[src/mxb_pkg.sv]
package mxb_pkg;

  // ==========================================================
  // Register map
  localparam logic [7:0] ADR_CTRL = 8'h00;
  localparam logic [7:0] ADR_TIME = 8'h04;
  localparam logic [7:0] ADR_STAT = 8'h08;
  localparam logic [31:0] CTRL_RESET = 32'h0000_0000;
  localparam logic [31:0] TIME_RESET = 32'h0000_0000;
  localparam logic [31:0] CTRL_MASK = 32'h0007_0703;
  localparam logic [31:0] TIME_MASK = 32'h0f00_f7f8;

  // ==========================================================
  // Field positions
  localparam int CTRL_EN_BIT = 0;
  localparam int CTRL_WIDE_BIT = 1;
  localparam int CTRL_DIV_LSB = 8;
  localparam int CTRL_ALE_LSB = 16;
  localparam int TIME_ACC_LSB = 3;
  localparam int TIME_AHD_LSB = 8;
  localparam int TIME_W2X_LSB = 12;
  localparam int TIME_R2R_LSB = 24;
  localparam int STAT_BUSY_BIT = 0;
  localparam int STAT_PREVRD_BIT = 1;
  localparam int STAT_PEND_LSB = 4;

  // ==========================================================
  // Bus clock divider codes
  localparam logic [2:0] DIV_MAX_CODE = 3'h5;
  localparam logic [5:0] DIV_ONE = 6'h01;

  // ==========================================================
  // Fixed phases, in bus clocks, stored as remaining-count values
  localparam logic [4:0] ADDR_SETUP_LAST = 5'h00;
  localparam logic [4:0] LATCH_HOLD_LAST = 5'h00;
  localparam logic [4:0] TURNAROUND_LAST = 5'h00;

  // ==========================================================
  // Types
  typedef struct packed {
    logic wide;
    logic [2:0] latchWidth;
    logic [4:0] accessTime;
    logic [2:0] holdTime;
    logic [3:0] postWriteIdle;
    logic [3:0] readReadIdle;
  } mxb_cfg_s;

  typedef struct packed {
    logic selectNOut;
    logic addrLatch;
    logic rdStrobeN;
    logic wrStrobeN;
    logic [15:0] adOut;
    logic [15:0] adOeN;
  } mxb_pins_s;

  typedef enum logic [9:0] {
    ST_IDLE   = 10'h001,
    ST_WAIT   = 10'h002,
    ST_SETUP  = 10'h004,
    ST_LATCH  = 10'h008,
    ST_LHOLD  = 10'h010,
    ST_TURN   = 10'h020,
    ST_STROBE = 10'h040,
    ST_HOLD   = 10'h080,
    ST_GAP    = 10'h100,
    ST_FIN    = 10'h200
  } mxb_state_e;

endpackage

[src/mxb_bus_ctrl.sv]
`timescale 1ns/100ps
`default_nettype none
module mxb_bus_ctrl #(
  parameter logic [31:0] WINDOW_BASE = 32'h6000_0000
) (
  input wire logic sys_clk,
  input wire logic rst,
  input wire logic wbCyc,
  input wire logic wbStb,
  input wire logic wbWe,
  input wire logic [3:0] wbSel,
  input wire logic [7:0] wbAdr,
  input wire logic [31:0] wbDatW,
  output logic [31:0] wbDatR,
  output logic wbAck,
  input wire logic memCyc,
  input wire logic memStb,
  input wire logic memWe,
  input wire logic [3:0] memSel,
  input wire logic [31:0] memAdr,
  input wire logic [31:0] memDatW,
  output logic [31:0] memDatR,
  output logic memAck,
  output logic memErr,
  input wire logic [15:0] adIn,
  output mxb_pkg::mxb_pins_s busPins,
  output logic busClk
);
  import mxb_pkg::*;

  if (WINDOW_BASE[16:0] != 17'h00000) begin : gBaseCheck
    $error("WINDOW_BASE must be aligned to the 128 KB window");
  end

  // ==========================================================
  // Declarations
  logic [31:0] ctrl_q;
  logic [31:0] time_q;
  logic tick;
  mxb_state_e state_q, state_d;
  logic [4:0] cnt_q, cnt_d;
  mxb_cfg_s cfg_q;
  logic we_q;
  logic [31:0] adr_q;
  logic [31:0] wdat_q;
  logic [31:0] rdata_q;
  logic [3:0] pend_q;
  logic [3:0] pendRest;
  logic [1:0] unit_q;
  logic [1:0] unitSel;
  logic prevRead_q;
  logic memReq;
  logic hit;
  logic busEnable;
  logic [15:0] extAddr;
  logic [15:0] extWrite;
  logic addrPhase;
  logic dataPhase;
  logic [15:0] adS1_q, adS2_q, adS3_q, adStable_q;
  logic strobeEnd;
  logic holdEnd;
  logic wbAck_q;
  logic [31:0] wbDatR_q;
  logic memErr_q;

  function automatic logic [1:0] firstUnit(input logic [3:0] m);
    logic [1:0] u;
    u = 2'h3;
    if (m[2]) u = 2'h2;
    if (m[1]) u = 2'h1;
    if (m[0]) u = 2'h0;
    return u;
  endfunction

  function automatic logic [31:0] mergeBytes(input logic [31:0] old, input logic [31:0] nw,
                                             input logic [3:0] sel, input logic [31:0] mask);
    logic [31:0] r;
    r = old;
    for (int i = 0; i < 4; i++) begin
      if (sel[i]) r[8*i +: 8] = nw[8*i +: 8];
    end
    return r & mask;
  endfunction

  // ==========================================================
  // Register slave
  always_ff @(posedge sys_clk) begin
    if (rst) begin
      wbAck_q <= 1'b0;
    end else begin
      wbAck_q <= wbCyc & wbStb & ~wbAck_q;
    end
  end

  always_ff @(posedge sys_clk) begin
    if (rst) begin
      ctrl_q <= CTRL_RESET;
      time_q <= TIME_RESET;
    end else if (wbCyc & wbStb & wbWe & ~wbAck_q) begin
      if (wbAdr == ADR_CTRL) begin
        ctrl_q <= mergeBytes(ctrl_q, wbDatW, wbSel, CTRL_MASK);
      end
      if (wbAdr == ADR_TIME) begin
        time_q <= mergeBytes(time_q, wbDatW, wbSel, TIME_MASK);
      end
    end
  end

  always_ff @(posedge sys_clk) begin
    if (rst) begin
      wbDatR_q <= 32'h0000_0000;
    end else if (wbCyc & wbStb & ~wbAck_q) begin
      case (wbAdr)
        ADR_CTRL: wbDatR_q <= ctrl_q;
        ADR_TIME: wbDatR_q <= time_q;
        ADR_STAT: begin
          wbDatR_q <= 32'h0000_0000;
          wbDatR_q[STAT_BUSY_BIT] <= (state_q != ST_IDLE);
          wbDatR_q[STAT_PREVRD_BIT] <= prevRead_q;
          wbDatR_q[STAT_PEND_LSB +: 4] <= pend_q;
        end
        default: wbDatR_q <= 32'h0000_0000;
      endcase
    end
  end

  assign wbAck = wbAck_q;
  assign wbDatR = wbDatR_q;

  // ==========================================================
  // Bus clock
  mxb_clk_div uDiv (
    .sys_clk(sys_clk),
    .rst(rst),
    .busClockDivider(ctrl_q[CTRL_DIV_LSB +: 3]),
    .tick(tick),
    .busClk(busClk)
  );

  // ==========================================================
  // Read data synchroniser; a bit changes once stages two and three agree
  always_ff @(posedge sys_clk) begin
    if (rst) begin
      adS1_q <= 16'h0000;
      adS2_q <= 16'h0000;
      adS3_q <= 16'h0000;
      adStable_q <= 16'h0000;
    end else begin
      adS1_q <= adIn;
      adS2_q <= adS1_q;
      adS3_q <= adS2_q;
      adStable_q <= (adS3_q & ~(adS2_q ^ adS3_q)) | (adStable_q & (adS2_q ^ adS3_q));
    end
  end

  // ==========================================================
  // Window decode
  assign memReq = memCyc & memStb;
  assign hit = (memAdr[31:17] == WINDOW_BASE[31:17]);
  assign busEnable = ctrl_q[CTRL_EN_BIT];
  assign pendRest = pend_q & ~(4'h1 << unit_q);
  assign strobeEnd = (state_q == ST_STROBE) && tick && (cnt_q == 5'h00);
  assign holdEnd = (state_q == ST_HOLD) && tick && (cnt_q == 5'h00);

  // ==========================================================
  // Access sequencer
  always_comb begin
    state_d = state_q;
    cnt_d = cnt_q;
    case (state_q)
      ST_IDLE: begin
        if (memReq && hit && busEnable) begin
          state_d = ST_WAIT;
        end
      end
      ST_WAIT: begin
        if (tick) begin
          if (pend_q == 4'h0) begin
            state_d = ST_FIN;
          end else if (!we_q && prevRead_q && cfg_q.readReadIdle != 4'h0) begin
            state_d = ST_GAP;
            cnt_d = {1'b0, cfg_q.readReadIdle - 4'h1};
          end else begin
            state_d = ST_SETUP;
            cnt_d = ADDR_SETUP_LAST;
          end
        end
      end
      ST_SETUP: begin
        if (tick) begin
          state_d = ST_LATCH;
          cnt_d = {2'b00, cfg_q.latchWidth};
        end
      end
      ST_LATCH: begin
        if (tick) begin
          if (cnt_q == 5'h00) begin
            state_d = ST_LHOLD;
            cnt_d = LATCH_HOLD_LAST;
          end else begin
            cnt_d = cnt_q - 5'h01;
          end
        end
      end
      ST_LHOLD: begin
        if (tick) begin
          state_d = ST_TURN;
          cnt_d = TURNAROUND_LAST;
        end
      end
      ST_TURN: begin
        if (tick) begin
          state_d = ST_STROBE;
          cnt_d = cfg_q.accessTime;
        end
      end
      ST_STROBE: begin
        if (tick) begin
          if (cnt_q == 5'h00) begin
            state_d = ST_HOLD;
            cnt_d = {2'b00, cfg_q.holdTime};
          end else begin
            cnt_d = cnt_q - 5'h01;
          end
        end
      end
      ST_HOLD: begin
        if (tick) begin
          if (cnt_q != 5'h00) begin
            cnt_d = cnt_q - 5'h01;
          end else if (we_q && cfg_q.postWriteIdle != 4'h0) begin
            state_d = ST_GAP;
            cnt_d = {1'b0, cfg_q.postWriteIdle - 4'h1};
          end else if (pendRest != 4'h0) begin
            if (!we_q && cfg_q.readReadIdle != 4'h0) begin
              state_d = ST_GAP;
              cnt_d = {1'b0, cfg_q.readReadIdle - 4'h1};
            end else begin
              state_d = ST_SETUP;
              cnt_d = ADDR_SETUP_LAST;
            end
          end else begin
            state_d = ST_FIN;
          end
        end
      end
      ST_GAP: begin
        if (tick) begin
          if (cnt_q != 5'h00) begin
            cnt_d = cnt_q - 5'h01;
          end else if (pend_q != 4'h0) begin
            state_d = ST_SETUP;
            cnt_d = ADDR_SETUP_LAST;
          end else begin
            state_d = ST_FIN;
          end
        end
      end
      ST_FIN: state_d = ST_IDLE;
      default: state_d = ST_IDLE;
    endcase
  end

  always_ff @(posedge sys_clk) begin
    if (rst) begin
      state_q <= ST_IDLE;
      cnt_q <= 5'h00;
    end else begin
      state_q <= state_d;
      cnt_q <= cnt_d;
    end
  end

  // ==========================================================
  // Request capture; settings except the bus clock divider and enable frozen so register writes cannot tear an access
  always_ff @(posedge sys_clk) begin
    if (rst) begin
      cfg_q <= '0;
      we_q <= 1'b0;
      adr_q <= 32'h0000_0000;
      wdat_q <= 32'h0000_0000;
    end else if (state_q == ST_IDLE && state_d == ST_WAIT) begin
      cfg_q.wide <= ctrl_q[CTRL_WIDE_BIT];
      cfg_q.latchWidth <= ctrl_q[CTRL_ALE_LSB +: 3];
      cfg_q.accessTime <= time_q[TIME_ACC_LSB +: 5];
      cfg_q.holdTime <= time_q[TIME_AHD_LSB +: 3];
      cfg_q.postWriteIdle <= time_q[TIME_W2X_LSB +: 4];
      cfg_q.readReadIdle <= time_q[TIME_R2R_LSB +: 4];
      we_q <= memWe;
      adr_q <= memAdr;
      wdat_q <= memDatW;
    end
  end

  // Pending units: bytes in narrow width, halfwords in wide width
  always_ff @(posedge sys_clk) begin
    if (rst) begin
      pend_q <= 4'h0;
    end else if (state_q == ST_IDLE && state_d == ST_WAIT) begin
      pend_q <= ctrl_q[CTRL_WIDE_BIT] ? {2'b00, |memSel[3:2], |memSel[1:0]} : memSel;
    end else if (holdEnd) begin
      pend_q <= pendRest;
    end
  end

  // Leaving hold, the finished unit is still in pend_q, so pick from what remains
  assign unitSel = (state_d == ST_SETUP && state_q != ST_SETUP) ?
                   firstUnit((state_q == ST_HOLD) ? pendRest : pend_q) : unit_q;

  always_ff @(posedge sys_clk) begin
    if (rst) begin
      unit_q <= 2'h0;
    end else begin
      unit_q <= unitSel;
    end
  end

  // Read data assembly, sampled as the strobe ends
  always_ff @(posedge sys_clk) begin
    if (rst) begin
      rdata_q <= 32'h0000_0000;
    end else if (state_q == ST_IDLE && state_d == ST_WAIT) begin
      rdata_q <= 32'h0000_0000;
    end else if (strobeEnd && !we_q) begin
      if (cfg_q.wide) begin
        rdata_q[16*unit_q[0] +: 16] <= adStable_q;
      end else begin
        rdata_q[8*unit_q +: 8] <= adStable_q[7:0];
      end
    end
  end

  always_ff @(posedge sys_clk) begin
    if (rst) begin
      prevRead_q <= 1'b0;
    end else if (state_q == ST_FIN) begin
      prevRead_q <= ~we_q;
    end
  end

  // Stall the system master until every sub-access and gap is done
  assign memAck = (state_q == ST_FIN);
  assign memDatR = rdata_q;

  // Misses and disabled bus answer with an error, never a hang
  always_ff @(posedge sys_clk) begin
    if (rst) begin
      memErr_q <= 1'b0;
    end else begin
      memErr_q <= memReq && (state_q == ST_IDLE) && !(hit && busEnable) && !memErr_q;
    end
  end
  assign memErr = memErr_q;

  // ==========================================================
  // External address and write data; bit 16 dropped narrow, bit 0 dropped wide
  always_comb begin
    if (cfg_q.wide) begin
      extAddr = {adr_q[16:2], unitSel[0]};
      extWrite = wdat_q[16*unitSel[0] +: 16];
    end else begin
      extAddr = {adr_q[15:2], unitSel};
      extWrite = {adr_q[15:8], wdat_q[8*unitSel +: 8]};
    end
  end

  assign addrPhase = (state_d == ST_SETUP) || (state_d == ST_LATCH) || (state_d == ST_LHOLD);
  assign dataPhase = (state_d == ST_TURN) || (state_d == ST_STROBE) || (state_d == ST_HOLD);

  // ==========================================================
  // Pin registers, loaded from next state so they move on the tick edge
  always_ff @(posedge sys_clk) begin
    if (rst) begin
      busPins.selectNOut <= 1'b1;
      busPins.addrLatch <= 1'b0;
      busPins.rdStrobeN <= 1'b1;
      busPins.wrStrobeN <= 1'b1;
      busPins.adOut <= 16'h0000;
      busPins.adOeN <= 16'hffff;
    end else begin
      busPins.selectNOut <= ~(addrPhase | dataPhase);
      busPins.addrLatch <= (state_d == ST_LATCH);
      busPins.rdStrobeN <= ~((state_d == ST_STROBE) & ~we_q);
      busPins.wrStrobeN <= ~((state_d == ST_STROBE) & we_q);
      if (addrPhase) begin
        busPins.adOut <= extAddr;
        busPins.adOeN <= 16'h0000;
      end else if (dataPhase && !cfg_q.wide) begin
        busPins.adOut <= we_q ? extWrite : {extAddr[15:8], 8'h00};
        busPins.adOeN <= we_q ? 16'h0000 : 16'h00ff;
      end else if (dataPhase) begin
        busPins.adOut <= we_q ? extWrite : 16'h0000;
        busPins.adOeN <= we_q ? 16'h0000 : 16'hffff;
      end else begin
        busPins.adOut <= 16'h0000;
        busPins.adOeN <= 16'hffff;
      end
    end
  end

endmodule // mxb_bus_ctrl
`default_nettype wire

[src/mxb_clk_div.sv]
`timescale 1ns/100ps
`default_nettype none
module mxb_clk_div (
  input wire logic sys_clk,
  input wire logic rst,
  input wire logic [2:0] busClockDivider,
  output logic tick,
  output logic busClk
);
  import mxb_pkg::*;

  logic [4:0] cnt_q;
  logic [5:0] ratio;
  logic [5:0] half;
  logic [4:0] cnt_d;

  // ==========================================================
  // Ratio decode; unknown codes fall back to divide-by-1
  always_comb begin
    ratio = (busClockDivider <= DIV_MAX_CODE) ? (DIV_ONE << busClockDivider) : DIV_ONE;
    half = ratio >> 1;
    cnt_d = ({1'b0, cnt_q} >= ratio - DIV_ONE) ? 5'h00 : cnt_q + 5'h01;
  end

  always_ff @(posedge sys_clk) begin
    if (rst) begin
      cnt_q <= 5'h00;
    end else begin
      cnt_q <= cnt_d;
    end
  end

  // Above divide-by-1 the tick lands where the bus clock falls, so pins move on its falling edge
  assign tick = (ratio == DIV_ONE) ? 1'b1 : ({1'b0, cnt_q} == half - DIV_ONE);

  always_ff @(posedge sys_clk) begin
    if (rst) begin
      busClk <= 1'b1;
    end else begin
      busClk <= (ratio == DIV_ONE) ? 1'b1 : ({1'b0, cnt_d} < half);
    end
  end
endmodule // mxb_clk_div
`default_nettype wire

[config.mk]
export PLATFORM = sky130hd
export DESIGN_NAME = mxb_bus_ctrl
export DESIGN_NICKNAME = d
export VERILOG_FILES = /design/src/mxb_pkg.sv /design/src/mxb_bus_ctrl.sv /design/src/mxb_clk_div.sv
export SDC_FILE = /design/constraint.sdc
export NUM_CORES = 1
export LEC_CHECK = 0
export BUFFER_PORTS_ARGS = -buffer_cell sky130_fd_sc_hd__buf_2
export CAP_MARGIN = 20
export CORE_AREA = 2 2 147 149
export CTS_BUF_LIST = sky130_fd_sc_hd__clkbuf_4
export DETAILED_ROUTE_END_ITERATION = 7
export DIE_AREA = 0 0 149 151
export PLACE_DENSITY = 0.82
export SYNTH_ARGS = -nofsm -noshare
export SYNTH_HDL_FRONTEND = slang
export SYNTH_SLANG_ARGS = --single-unit
[constraint.sdc]
create_clock -name sys_clk -period 4.4 [get_ports sys_clk]
set_input_delay 1.32 -clock sys_clk [delete_from_list [all_inputs] [get_ports sys_clk]]
set_output_delay 1.32 -clock sys_clk [all_outputs]
set_load 0.01 [all_outputs]
Yosys cells after proc, flatten, opt, wreduce, memory -nomap -nowiden
Index checks and enable logic that the tools add are counted.

Bits in registers: 288. Output and inout port bits: 104. Logic and storage cells: 220. Bits of input ports: 136.

Add/subtract/negate cells: 8. Equal/unequal tests: 35. Reductions and logical operators: 47. Order comparisons: 3. Multiplexer cells: 63. Shifts and indexed selects: 8. Bitwise operators: 20.

Operators with widths (count): two-way mux 10 bit (17); two-way mux 32 bit (4); case mux 10 bit (9 select lines) (1); two-way mux 5 bit (17); case mux 28 bit (3 select lines) (1); two-way mux 16 bit (5); negation 5 -> 34 bit (2); bitwise mux 32 bit (2); case mux 5 bit (8 select lines) (1); variable shift 16 x 34 -> 32 bit, first input constant (1); variable shift 8 x 34 -> 32 bit, first input constant (1); variable part select 16 x 34 -> 32 bit (1); variable part select 8 x 34 -> 32 bit (1); AND 16 bit (2); variable part select 32 x 6 -> 16 bit (1); variable part select 32 x 6 -> 8 bit (1); equality test 10 x 2 -> 1 bit, second input constant (2); equality test 10 x 3 -> 1 bit, second input constant (2); equality test 10 x 4 -> 1 bit, second input constant (2); equality test 10 x 5 -> 1 bit, second input constant (2); equality test 10 x 6 -> 1 bit, second input constant (2); equality test 10 x 7 -> 1 bit, second input constant (2); equality test 10 x 8 -> 1 bit, second input constant (2); two-way mux 4 bit (5); 50 further kinds (107).

Longest topological paths before layout
Depth in word-level cells: 18. Depth in mapped cells: 17. Depth with buffers taken out: 15.

By module
Synthesis repeated with hierarchy kept, for this count alone.

Cells, all modules: 1391. Area total of the unflattened synthesis: 11801.3 um^2.

By module, submodules not included: mxb_bus_ctrl (area each 10976.8 um^2, cells an instance 1291, instances 1, sequential area each 5104.9 um^2); mxb_clk_div (area each 824.5 um^2, cells an instance 100, instances 1, sequential area each 120.1 um^2).

Worst setup path before layout
Ideal clock, no wire load.

Kind: reg-to-reg. From: register ctrl_q[9]. To: register busPins[28] (netlist name). Slack: 0.626 ns. Setup time: 0.123 ns. Cell stages (with the launch flop): 16. Data arrival time: 3.652 ns. Required time: 4.277 ns. Cell sequence: dfxtp_1 -> ha_1 -> buf_2 -> nor4b_4 -> inv_1 -> ha_1 -> clkbuf_1 -> xnor2_1 -> a31oi_1 -> nor4b_4 -> o211ai_4 -> a21oi_4 -> mux2_2 -> a211oi_4 -> a311oi_1 -> a221o_2.

Word-level cells in the longest chain between the ends: 16. Elaborated cells on any way between the ends: 36. Those cells by class: 1 x add/sub; 1 x order compare; 8 x eq/ne; 2 x shift; 18 x mux; 6 x reduce/logical.

Ends and longest elaborated chain: from (decl) (line mxb_bus_ctrl.sv:37) `logic [31:0] ctrl_q;`; from (signal assigned) (line mxb_bus_ctrl.sv:101) `ctrl_q <= mergeBytes(ctrl_q, wbDatW, wbSel, CTRL_MASK);`; <= comparator 3 bit or left shift 1 x 3 -> 6 bit (tied branches) (line mxb_clk_div.sv:20) `ratio = (busClockDivider <= DIV_MAX_CODE) ? (DIV_ONE << busClockDivider) : DIV_ONE;`; two-way mux 6 bit * (line mxb_clk_div.sv:20); subtractor 5 x 1 -> 6 bit (line mxb_clk_div.sv:34) `assign tick = (ratio == DIV_ONE) ? 1'b1 : ({1'b0, cnt_q} == half - DIV_ONE);`; equality test 5 x 6 -> 1 bit (line mxb_clk_div.sv:34); two-way mux 1 bit * (line mxb_clk_div.sv:34); two-way mux 10 bit, or another cell as far along (line mxb_bus_ctrl.sv:248) `if (tick) begin`; case mux 10 bit (9 select lines) * (line mxb_bus_ctrl.sv:170) `case (state_q)`; equality test 10 x 3 -> 1 bit (line mxb_bus_ctrl.sv:307, mxb_bus_ctrl.sv:367); logical AND 1 bit (line mxb_bus_ctrl.sv:307) `assign unitSel = (state_d == ST_SETUP && state_q != ST_SETUP) ?`; two-way mux 2 bit (line mxb_bus_ctrl.sv:307); variable part select 32 x 6 -> 16 bit (line mxb_bus_ctrl.sv:360) `extWrite = wdat_q[16*unitSel[0] +: 16];`; two-way mux 16 bit (line mxb_bus_ctrl.sv:358) `if (cfg_q.wide) begin`; two-way mux 16 bit (line mxb_bus_ctrl.sv:392) `busPins.adOut <= we_q ? extWrite : 16'h0000;`; two-way mux 32 bit (line mxb_bus_ctrl.sv:391) `end else if (dataPhase) begin`; two-way mux 32 bit (line mxb_bus_ctrl.sv:388) `end else if (dataPhase && !cfg_q.wide) begin`; two-way mux 32 bit * (line mxb_bus_ctrl.sv:385) `if (addrPhase) begin`; to (decl) (line mxb_bus_ctrl.sv:26) `output mxb_pkg::mxb_pins_s busPins,`.

Mark *: on every way between the ends. The rest lies on a longest branch, timed or not. A chain may end at the register's enable or synchronous reset.

Worst setup path after layout
From: register ctrl_q[9]. To: register busPins[20] (netlist name).

Word-level cells in the longest chain between the ends: 16. Elaborated cells on any way between the ends: 37. Those cells by class: 1 x add/sub; 1 x order compare; 8 x eq/ne; 3 x shift; 18 x mux; 6 x reduce/logical.

Ends and longest elaborated chain (line): <= comparator 3 bit or left shift 1 x 3 -> 6 bit (tied branches) (mxb_clk_div.sv:20); two-way mux 6 bit * (mxb_clk_div.sv:20); subtractor 5 x 1 -> 6 bit (mxb_clk_div.sv:34); equality test 5 x 6 -> 1 bit (mxb_clk_div.sv:34); two-way mux 1 bit * (mxb_clk_div.sv:34); two-way mux 10 bit, or another cell as far along (mxb_bus_ctrl.sv:248); case mux 10 bit (9 select lines) * (mxb_bus_ctrl.sv:170); equality test 10 x 3 -> 1 bit (mxb_bus_ctrl.sv:307, mxb_bus_ctrl.sv:367); logical AND 1 bit (mxb_bus_ctrl.sv:307); two-way mux 2 bit (mxb_bus_ctrl.sv:307); variable part select 32 x 6 -> 8 bit or variable part select 32 x 6 -> 16 bit (tied branches) (mxb_bus_ctrl.sv:363, mxb_bus_ctrl.sv:360); two-way mux 16 bit (mxb_bus_ctrl.sv:358); two-way mux 16 bit (mxb_bus_ctrl.sv:392); two-way mux 32 bit (mxb_bus_ctrl.sv:391); two-way mux 32 bit (mxb_bus_ctrl.sv:388); two-way mux 32 bit * (mxb_bus_ctrl.sv:385).

Marked as above.

==> impl_metrics.json <==
{
  "synthAdderAreaFrac_pct": 2.441,
  "drc": 0,
  "yosysWarnings": 0,
  "hold_violations": 0,
  "placed_cell_area_mm2": 0.01291,
  "setup_viol": 0,
  "fin_skew_ns": 0.05113,
  "antenna_found_initial": 1,
  "crit_fanout": 25,
  "row_count": 53,
  "grt_pass1_vias": 10075,
  "crit_top_cell": "ha_1",
  "netlist_instances": 1391,
  "grt.overflow.total": 0,
  "critical_path_class": "flip-flop to flip-flop",
  "yosys.area_share.xor_xnor_pct": 1.189,
  "first_iter_violations": 746,
  "tritoncts.num_buffers": 67,
  "drive_gt1_share_pct": 22.80,
  "final_cell_mix": "261 x dfxtp_1, 218 x nand2_1, 214 x buf_2",
  "fillers": 1787,
  "p_int_mw": 3.497,
  "syn2layout_area_growth_pct": 16.53,
  "pwr-share-clk_pct": 44.5,
  "cts_hold_buffers": 0,
  "yosysSeqAreaShare_pct": 44.32,
  "core_mm2": 0.02082,
  "dieWidth_um": 149,
  "ys_ff_latch": 261,
  "min_period_ns": 4.185,
  "peakVddDrop_uv": 183.6,
  "p_leak_nw": 5.171,
  "wl_per_cell_um": 16.37,
  "worst_pin_slew_ns": 1.190,
  "yosys-mux-area-fraction_pct": 3.343,
  "cp-end-kind": "flip-flop",
  "vias": 11045,
  "drt_pass1_iterations": 6,
  "synth_edf_count": 0,
  "p_switching_mw": 1.040,
  "die_height_um": 151,
  "design_area_mm2": 0.01374,
  "post_cts_resized": 0,
  "ys_async_sr_fraction_pct": 0,
  "p_comb_share_pct": 2.9,
  "dpl.hpwl_mm": 22.50,
  "slew_violations": 0,
  "status": "completed",
  "synth_ff_type": "dfxtp_1",
  "power_mw": 4.538,
  "synth_cell_type_count": 84,
  "required_ns": 4.93,
  "slew_headroom_pct": 20.05,
  "gp_congestion": 0.9284,
  "cp_slowest_cell": "a2111oi_0",
  "setup_slack_ns": 0.2151,
  "post-cts-setup-buffers": 0,
  "instances_no_fill": 1917,
  "wl_mm": 31.38,
  "place_ws_ns": 0.1534,
  "vias_per_cell": 5.762,
  "syn_area_per_cell_um2": 8.476,
  "multi_input_area_mm2": 0.005988,
  "root_buffer": "clkbuf_4",
  "start_kind": "flip-flop",
  "final_nets": 1760,
  "max_freq_mhz": 239.0,
  "io_buffers": 215,
  "tns_ns": 0,
  "final_common_cell": "dfxtp_1",
  "arrival_ns": 4.71,
  "period_share_pct": 95.11,
  "cts_tree": "done",
  "synth_top_family_by_area": "simple AND/OR/NAND/NOR gates",
  "pwr-share-seq_pct": 52.6,
  "ios": 240,
  "path_clk_slew_ns": 0.07,
  "die-area_mm2": 0.02250,
  "fin_util_pct": 65.98,
  "rsz0062_at_grt": "no",
  "drtAntennaViolNets": 0,
  "ctsHtreeMaxLevel": 3,
  "hold_path_class": "flip-flop to flip-flop",
  "synth_compound_area_share_pct": 20.06,
  "cts_max_path_buffers": 3,
  "timing.hold.ws_ns": 0.4116,
  "drv_cap": 0,
  "power_density_mw_per_mm2": 330.3,
  "grtUsageTotal_pct": 27.20,
  "synthSimpleGateAreaFrac_pct": 23.29,
  "sw_frac_of_total_pct": 22.92,
  "dpl.cell_count": 1807,
  "start_util_pct": 56.62,
  "crit_chain": "ha_1 > nor2_1 > nand3b_1 > ha_1 > xnor2_1 > a31oi_1 > nor4b_4 > o211ai_4 > a21oi_1 > a21oi_4 > o311a_1 > a2111oi_0 > o22ai_1",
  "cpPeakStageDelay_ns": 0.60,
  "clkLatencyLatePin_ns": 0.69,
  "regArea_mm2": 0.005225,
  "grt_pass1_wl_mm": 49.27,
  "grt_max_degree": 93,
  "syn-cell-area_mm2": 0.01179,
  "clock_sinks": 261
}
==> layout make-up <==
| type | instances | share of cell area, % |
|---|---|---|
| clock inverter | 19 | 1.056 |
| sequential | 261 | 38.03 |
| tap | 275 | 2.504 |
| inverter | 23 | 0.6284 |
| clock buffer | 89 | 4.863 |
| timing repair buffer | 241 | 9.298 |
| multi-input combinational | 1007 | 43.58 |
| antenna | 2 | 0.03643 |
==> power groups by stage <==
stage | clock (mW) | sequential (mW) | combinational [mW]
after floorplan | 0 | 2.44 | 0.0700
after global placement | 0 | 2.44 | 0.128
after detailed placement | 0 | 2.44 | 0.130
after CTS | 2.07 | 2.39 | 0.131
after global routing | 2.19 | 2.39 | 0.145
final | 2.02 | 2.39 | 0.132
==> registers in the layout (all words and copies together) (netlist names), 8 cells and up, named ones only <==
name	count
adS2_q	16
cfg_q	20
adr_q	15
wdat_q	32
ctrl_q	8
state_q	10
busPins	22
memDatR	32
time_q	16
adS3_q	16
adS1_q	16
wbDatR	21
==> worst max-delay path: cells and delay by family (launching register included) <==
| family | cells | cell delay, ns |
|---|---|---|
| compound gates | 7 | 2.16 |
| xor+xnor | 1 | 0.26 |
| fa+ha+maj | 2 | 0.56 |
| flops | 1 | 0.31 |
| simple gates | 3 | 0.75 |
==> path summary, 6_finish.rpt <==
| kind | slack (ns) | cells after the start | end | from |
|---|---|---|---|---|
| worst max-delay path | 0.22 | 13 | busPins[20]$_SDFF_PP0_ | ctrl_q[9]$_SDFFE_PP0P_ |
| worst min-delay path | 0.41 | 1 | adS2_q[3]$_SDFF_PP0_ | adS1_q[3]$_SDFF_PP0_ |
| worst max register to register | 0.22 | 13 | busPins[20]$_SDFF_PP0_ | ctrl_q[9]$_SDFFE_PP0P_ |
| worst min register to register | 0.41 | 1 | adS2_q[3]$_SDFF_PP0_ | adS1_q[3]$_SDFF_PP0_ |
==> kinds of logic after synthesis <==
logic type,Yosys count
AOI/OAI and AO/OA,363
xor gates and xnor gates,16
adders and majority gates,23
buffers and inverters,133
DFF,261
muxes,39
other,1
and+or+nand+nor,555
==> cells in the mapped netlist (all sizes together) (6+ instances only) <==
| cell type | number | area (um^2) |
|---|---|---|
| ha | 23 | 287.8 |
| a211oi | 39 | 305.3 |
| nand2 | 218 | 818.3 |
| nor4b | 9 | 138.9 |
| clkbuf | 69 | 260.2 |
| nand4 | 7 | 43.79 |
| o21ai | 51 | 255.3 |
| nor2 | 107 | 414.1 |
| inv | 23 | 86.33 |
| o22ai | 9 | 56.30 |
| a21oi | 155 | 802.0 |
| nand3 | 60 | 305.3 |
| nor2b | 60 | 375.4 |
| and3 | 7 | 43.79 |
| dfxtp | 261 | 5225 |
| a22oi | 25 | 192.7 |
| buf | 41 | 281.5 |
| xor2 | 6 | 52.55 |
| nor4 | 10 | 83.83 |
| nor4bb | 10 | 100.1 |
| xnor2 | 10 | 87.58 |
| o211ai | 10 | 93.84 |
| nand2b | 8 | 50.05 |
| o311a | 7 | 70.07 |
| nor3 | 28 | 140.1 |
| a21o | 12 | 90.09 |
| a21boi | 7 | 52.55 |
| a2111oi | 7 | 61.31 |
| mux2i | 36 | 360.4 |
| or3 | 6 | 37.54 |
==> per-layer routing <==
layer	vias up	global-route usage [%]	part of all wire, %
met5	-	0	0
met4	0	10.90	2.6
met3	81	5.361	7.8
met2	478	43.41	47
met1	5153	36.38	43
li1	5333	-	-
No activity file was read; power rests on OpenSTA's default activity.
